===== src/inc/regulator_enable_override_regs.svh =====
// Purpose: offsets, field positions and reset values of the rail override registers
// Assumes: 8-bit registers reached through the serial control port's internal access port
// Notes:   definitions only
`ifndef REGULATOR_ENABLE_OVERRIDE_REGS_SVH
`define REGULATOR_ENABLE_OVERRIDE_REGS_SVH

// register offsets
`define OFS_STEPDOWN_MODE_AND_KILL  8'h9c
`define OFS_RAIL_FORCE_ON           8'h9e
`define OFS_SWITCH_TERM_ENABLE_KILL 8'h9f

// stepdown_mode_and_kill fields
`define POS_STEPDOWN_A_KILL_N       0
`define POS_STEPDOWN_B_KILL_N       1
`define POS_STEPDOWN_C_KILL_N       2
`define POS_PWM_FORCE_LSB           3
`define POS_PWM_FORCE_MSB           5
`define MASK_MODE_AND_KILL          8'h3f

// rail_force_on fields
`define POS_STEPDOWN_A_FORCE_ON     0
`define POS_STEPDOWN_B_FORCE_ON     1
`define POS_STEPDOWN_C_FORCE_ON     2
`define POS_STEPDOWN_D_FORCE_ON     3
`define POS_STEPDOWN_E_FORCE_ON     4
`define POS_STEPDOWN_F_FORCE_ON     5
`define POS_LOAD_SWITCH_A_FORCE_ON  6
`define POS_LINREG_B_FORCE_ON       7

// switch_term_enable_kill fields
`define POS_LINREG_C_FORCE_ON       0
`define POS_SWITCH_PAIR_B_FORCE_ON  1
`define POS_TERM_FORCE_ON           3
`define POS_TERM_KILL_N             4
`define POS_LOAD_SWITCH_A_KILL_N    5
`define POS_SWITCH_PAIR_B_KILL_N    6

// reset values
`define RST_RAIL_FORCE_ON           8'h00
`define RST_MODE_AND_KILL_DEFAULT   8'h07
`define RST_SWITCH_TERM_DEFAULT     8'h70
`define REG_ZERO                    8'h00

`endif


===== src/inc/regulator_enable_override_pkg.sv =====
// Purpose: types shared by the rail override register bank
// Assumes: rail order fixed by the rail_on_s field order
// Notes:   packed structs carry grouped rail signals
package regulator_enable_override_pkg;

   typedef logic [7:0] reg_byte_t;

   // one bit per controlled rail, msb first
   typedef struct packed {
      logic termination_ldo;
      logic load_switch_pair_b;
      logic load_switch_a;
      logic linreg_c;
      logic linreg_b;
      logic stepdown_f;
      logic stepdown_e;
      logic stepdown_d;
      logic stepdown_c;
      logic stepdown_b;
      logic stepdown_a;
   } rail_on_s;

   // sequencer requests, derived outside from chip_enable_pin and sleep_state_pins
   typedef struct packed {
      logic termination_ldo;
      logic load_switch_pair_b;
      logic load_switch_a;
      logic stepdown_f;
      logic stepdown_e;
      logic stepdown_d;
      logic stepdown_c;
      logic stepdown_b;
      logic stepdown_a;
   } seq_req_s;

   // forced pwm select per stepdown a..c (d..f have none), 1 = forced pwm, 0 = automatic
   typedef struct packed {
      logic stepdown_c;
      logic stepdown_b;
      logic stepdown_a;
   } pwm_force_s;

endpackage


===== src/logic/regulator_enable_override_regs.sv =====
// Purpose: rail override register bank deciding each rail's on request and the pwm mode of stepdown_a..c
// Assumes: register access port is synchronous to clk_in; one access per cycle
// Notes:   otp-dependent reset values are parameters
`timescale 1ns/1ps
`include "regulator_enable_override_regs.svh"

module regulator_enable_override_regs
   import regulator_enable_override_pkg::*;
#(
   parameter reg_byte_t MODE_AND_KILL_RST = `RST_MODE_AND_KILL_DEFAULT,
   parameter reg_byte_t SWITCH_TERM_RST   = `RST_SWITCH_TERM_DEFAULT
) (
   // clock and reset
   input  wire logic       clk_in,
   input  wire logic       sys_rst_in,
   // register access from the serial control port
   input  wire logic       reg_wr_in,
   input  wire logic       reg_rd_in,
   input  wire reg_byte_t  reg_addr_in,
   input  wire reg_byte_t  reg_wdata_in,
   output reg_byte_t       reg_rdata_out,
   output logic            reg_rvalid_out,
   // enable requests
   input  wire seq_req_s   seq_req_in,
   input  wire logic       linreg_switch_enable_pin_in,
   // rail controls
   output rail_on_s        rail_on_out,
   output pwm_force_s      pwm_force_out
);

   // reserved bits 7:6 of the first register are read-only zero, so a reset value there is meaningless
   if ((MODE_AND_KILL_RST & ~`MASK_MODE_AND_KILL) != `REG_ZERO) begin : g_bad_rst
      $error("MODE_AND_KILL_RST must keep bits 7:6 at zero");
   end

   // kill_n of stepdown_a..c and both load switches always comes up at 1, whatever the otp image holds
   if ((MODE_AND_KILL_RST[`POS_STEPDOWN_C_KILL_N:`POS_STEPDOWN_A_KILL_N] != 3'h7) ||
       !SWITCH_TERM_RST[`POS_SWITCH_PAIR_B_KILL_N] ||
       !SWITCH_TERM_RST[`POS_LOAD_SWITCH_A_KILL_N]) begin : g_bad_kill_rst
      $error("kill_n reset bits of the stepdown and load switch rails must be one");
   end

   reg_byte_t  mode_kill_q, mode_kill_d;
   reg_byte_t  force_q, force_d;
   reg_byte_t  sw_term_q, sw_term_d;
   reg_byte_t  rdata_d;
   logic       hit_mode, hit_force, hit_sw;
   logic [10:0] kill_v, force_v, req_v, rail_d;

   // address decode; unmapped offsets ignore writes and read zero
   assign hit_mode  = (reg_addr_in == `OFS_STEPDOWN_MODE_AND_KILL);
   assign hit_force = (reg_addr_in == `OFS_RAIL_FORCE_ON);
   assign hit_sw    = (reg_addr_in == `OFS_SWITCH_TERM_ENABLE_KILL);

   // next register values
   assign mode_kill_d = (reg_wr_in && hit_mode) ? (reg_wdata_in & `MASK_MODE_AND_KILL) : mode_kill_q;
   assign force_d     = (reg_wr_in && hit_force) ? reg_wdata_in : force_q;
   assign sw_term_d   = (reg_wr_in && hit_sw) ? reg_wdata_in : sw_term_q;

   // read mux, answered one cycle after the strobe
   assign rdata_d = hit_mode  ? mode_kill_q :
                    hit_force ? force_q :
                    hit_sw    ? sw_term_q : `REG_ZERO;

   // register storage
   always_ff @(posedge clk_in) begin
      if (sys_rst_in) begin
         mode_kill_q <= MODE_AND_KILL_RST;
         force_q     <= `RST_RAIL_FORCE_ON;
         sw_term_q   <= SWITCH_TERM_RST;
      end else begin
         mode_kill_q <= mode_kill_d;
         force_q     <= force_d;
         sw_term_q   <= sw_term_d;
      end
   end

   // kill_n per rail; rails without a kill bit hold a constant 1
   assign kill_v = {sw_term_q[`POS_TERM_KILL_N],
                    sw_term_q[`POS_SWITCH_PAIR_B_KILL_N],
                    sw_term_q[`POS_LOAD_SWITCH_A_KILL_N],
                    1'b1, 1'b1,
                    1'b1, 1'b1, 1'b1,
                    mode_kill_q[`POS_STEPDOWN_C_KILL_N],
                    mode_kill_q[`POS_STEPDOWN_B_KILL_N],
                    mode_kill_q[`POS_STEPDOWN_A_KILL_N]};

   // force_on per rail
   assign force_v = {sw_term_q[`POS_TERM_FORCE_ON],
                     sw_term_q[`POS_SWITCH_PAIR_B_FORCE_ON],
                     force_q[`POS_LOAD_SWITCH_A_FORCE_ON],
                     sw_term_q[`POS_LINREG_C_FORCE_ON],
                     force_q[`POS_LINREG_B_FORCE_ON],
                     force_q[`POS_STEPDOWN_F_FORCE_ON],
                     force_q[`POS_STEPDOWN_E_FORCE_ON],
                     force_q[`POS_STEPDOWN_D_FORCE_ON],
                     force_q[`POS_STEPDOWN_C_FORCE_ON],
                     force_q[`POS_STEPDOWN_B_FORCE_ON],
                     force_q[`POS_STEPDOWN_A_FORCE_ON]};

   // normal request: linreg_b and linreg_c follow the pin, the rest the sequencer
   assign req_v = {seq_req_in.termination_ldo,
                   seq_req_in.load_switch_pair_b,
                   seq_req_in.load_switch_a,
                   linreg_switch_enable_pin_in,
                   linreg_switch_enable_pin_in,
                   seq_req_in.stepdown_f,
                   seq_req_in.stepdown_e,
                   seq_req_in.stepdown_d,
                   seq_req_in.stepdown_c,
                   seq_req_in.stepdown_b,
                   seq_req_in.stepdown_a};

   // kill wins over force and request alike
   for (genvar i = 0; i < 11; i++) begin : g_rail
      assign rail_d[i] = kill_v[i] & (force_v[i] | req_v[i]);
   end

   // outputs straight from flops; rails off during reset so nothing glitches on
   always_ff @(posedge clk_in) begin
      if (sys_rst_in) begin
         rail_on_out    <= '0;
         pwm_force_out  <= '0;
         reg_rdata_out  <= `REG_ZERO;
         reg_rvalid_out <= 1'b0;
      end else begin
         rail_on_out    <= rail_on_s'(rail_d);
         pwm_force_out  <= pwm_force_s'(mode_kill_q[`POS_PWM_FORCE_MSB:`POS_PWM_FORCE_LSB]);
         reg_rdata_out  <= reg_rd_in ? rdata_d : `REG_ZERO;
         reg_rvalid_out <= reg_rd_in;
      end
   end
endmodule


===== config.mk =====
export PLATFORM = sky130hd
export DESIGN_NAME = regulator_enable_override_regs
export DESIGN_NICKNAME = d
export VERILOG_FILES = /design/src/inc/regulator_enable_override_pkg.sv /design/src/logic/regulator_enable_override_regs.sv
export VERILOG_INCLUDE_DIRS = /design/src /design/src/inc
export SDC_FILE = /design/constraint.sdc
export NUM_CORES = 1
export LEC_CHECK = 0
export BUFFER_PORTS_ARGS = -buffer_cell sky130_fd_sc_hd__buf_2
export CAP_MARGIN = 10
export CELL_PAD_IN_SITES_DETAIL_PLACEMENT = 2
export CELL_PAD_IN_SITES_GLOBAL_PLACEMENT = 2
export CORE_MARGIN = 4
export CORE_UTILIZATION = 25
export DETAILED_ROUTE_END_ITERATION = 6
export PLACE_DENSITY_LB_ADDON = 0.1
export SYNTH_ARGS = -nofsm -noshare
export SYNTH_HDL_FRONTEND = slang
export SYNTH_SLANG_ARGS = --single-unit

===== constraint.sdc =====
create_clock -name clk_in -period 1.5 [get_ports clk_in]
set_input_delay 0.3 -clock clk_in [delete_from_list [all_inputs] [get_ports clk_in]]
set_output_delay 0.3 -clock clk_in [all_outputs]
set_load 0.01 [all_outputs]

==> metrics.txt <==
status completed; Area Overhead vs Synth 28.1%; Fmax achieved 888 MHz; flops & latches, synth 45; Max FO, Critical Path 5; WL per Instance 15.1 µm; core area 0.00694 mm²; DP Worst Slack 0.0360 ns; share of cells above drive strength 1 33.1%; drt first pass iters 3; Final nets 265; RSZ-0062 raised after global routing no; die area 0.00871 mm²; Crit-path slowest cell nor3_2; Leak 1.07 nW; Starting Density 26.2%; Bufs on Longest Clock Path 2; Setup violations, final 0; final hold vios 0; Crit. End Element flip-flop; # diodes 0; VDD IR max 0.390 mV; via count 1412; Worst Tran Pin Value 0.292 ns; instance count of the mapped netlist 176; CTS tree done; global-route wire length before repair 8.29 mm; Startpoint Class input pin; most numerous cell in the Yosys netlist dfxtp_1; Design Power 2.17 mW; Arrival @ worst endpoint 1.35 ns; Synthesis Warnings 0; period utilization 75.1%; min Tclk post-route 1.13 ns; most used cell, CP buf_4; post-CTS setup repair buffer count 0; Routed Antenna Nets 0; Synth cell types 21; vias in the first global route 1598; top cell type's share of synthesized area 49.5%; Synth Flop Type dfxtp_1; Initial DRC Count 19; CTS resizes 0; gr usage total 12.2%; top post-synthesis cells by area dfxtp_1 50%, mux2i_1 17%, nand2b_1 8.9%; power per cell area 931 mW/mm²; DR vias/cell 4.25; GPL Wtd Cong 0.715; r2r setup slk 0.64 ns; crit-path leading delay family buffers and inverters; Worst Setup Path Type in -> reg; Die Ht 93.3 µm; port buffer count 52; Synth area leader dfxtp_1; Skew-Pair Late Insertion Delay 0.29 ns; Post-Syn Area 0.00182 mm²; Sum Neg Setup Slack 0 ns; Site Rows 30; IO Count 53; die width 93.3 µm; Slew Viols, Final 0; Critical path buffers and inverters 3; initial antenna violation count 0; Slowest Stage Delay on Critical Path 0.21 ns; largest net degree at the start of global routing 48; Synthesized Nets 206; Post-synth ARST share 0%; CTS H-tree lvls 2; post-DP HPWL 3.99 mm; Post-synth EDFFs 0; Root Buffer clkbuf_8; max_cap viols 0; Avg Inst Size Synth 10.3 µm²; clock-pin slew on the worst setup and hold paths 0.09 ns; clk_skew 0.00916 ns; Overflow after GRT 0; crit-path cells buf_2 > nand4b_4 > buf_4 > nor3_2 > buf_4 > mux2i_1; fillcell total 794; Seq/Total Area, Yosys 49.5%; Routed WL 5.02 mm; Post-CTS Hold Fix Bufs 0; synth cell count leaders 45 x dfxtp_1, 30 x mux2i_1, 28 x nor2_1, 26 x nand2b_1, 8 x clkbuf_1; DRC viols 0; fin worst setup slack 0.374 ns; relative slew slack 80.5%; Worst Hold Class in -> reg; CTS buffer count 5; Clock Sinks 45; Crit path required time 1.73 ns
## placed cells by master (no fill, tap or decap), types with 2 or more instances in the layout
cell,instances
nand2b_1,26
nor2_1,28
and2_1,7
dfxtp_1,45
inv_1,4
nor3b_1,6
nor3_2,2
buf_4,9
mux2i_1,30
buf_2,52
o2bb2ai_1,6
clkbuf_8,5
or3_1,2
nor3_1,3
## tightest hold or removal path, cell delays in order
cell	delay, ns
buf_2	0.08
nor2_1	0.03
nor2_1	0.06
## final cells by class
type	count	area, µm²	share of cell area [%]
sequential	45	901	38.6
inverter	4	15.0	0.644
tap	96	120	5.15
clock buffer	5	68.8	2.95
timing repair buffer	62	348	14.9
clock inverter	3	21.3	0.913
multi-input combinational	117	857	36.8
## registers in the layout, summed over array words and instances, names as in the netlist
register and count:
sw_term_q 8, pwm_force_out 3, force_q 8, rail_on_out 11
reg_rvalid_out 1, reg_rdata_out 8, mode_kill_q 6
## metal layers
layer / part of all wire (%) / vias up / GRT usage [%]
li1: - / 702 / -
met1: 42 / 679 / 14.6
met2: 53 / 29 / 21.4
met3: 4.9 / 2 / 3.46
met4: 0.58 / 0 / 2.93
met5: 0 / - / 0
## path summary, 6_finish.rpt
check,startpoint,endpoint,cells past startpoint
min reg2reg,mode_kill_q[3]$_SDFFE_PP0P_,pwm_force_out[0]$_SDFF_PP0_,2
min,seq_req_in[3],rail_on_out[3]$_SDFF_PP0_,3
max reg2reg,force_q[2]$_SDFFE_PP0P_,reg_rdata_out[2]$_SDFF_PP0_,3
max,reg_addr_in[5],sw_term_q[4]$_SDFFE_PP1P_,6
## power by group
part           switching [mW]  total (mW)  internal [mW]  leakage [nW]
registers             0.00405        1.22           1.21         0.366
clock network           0.430       0.762          0.331        0.0445
logic                   0.104       0.193         0.0897         0.662
total                   0.538        2.17           1.63          1.07
## through the flow
| stage | std cells | util [%] | hold WS [ns] | area (µm²) |
|---|---|---|---|---|
| after global routing | 332 | 33.6 | 0.219 | 2330 |
| final | 332 | 33.6 | 0.208 | 2330 |
| after floorplan | 176 | - | 0.416 | 1820 |
| after detailed placement | 324 | 32.3 | 0.465 | 2240 |
| after global placement | 324 | 32.3 | 0.457 | 2240 |
| after CTS | 332 | 33.6 | 0.202 | 2330 |
## cell families after synthesis
logic type | after synthesis | share of synthesized area [%]
buf+inv | 14 | 3.37
flops | 45 | 49.5
simple gates | 81 | 27.7
mux | 30 | 16.5
compound gates | 6 | 2.89
Power figures use the tool's default switching activity.
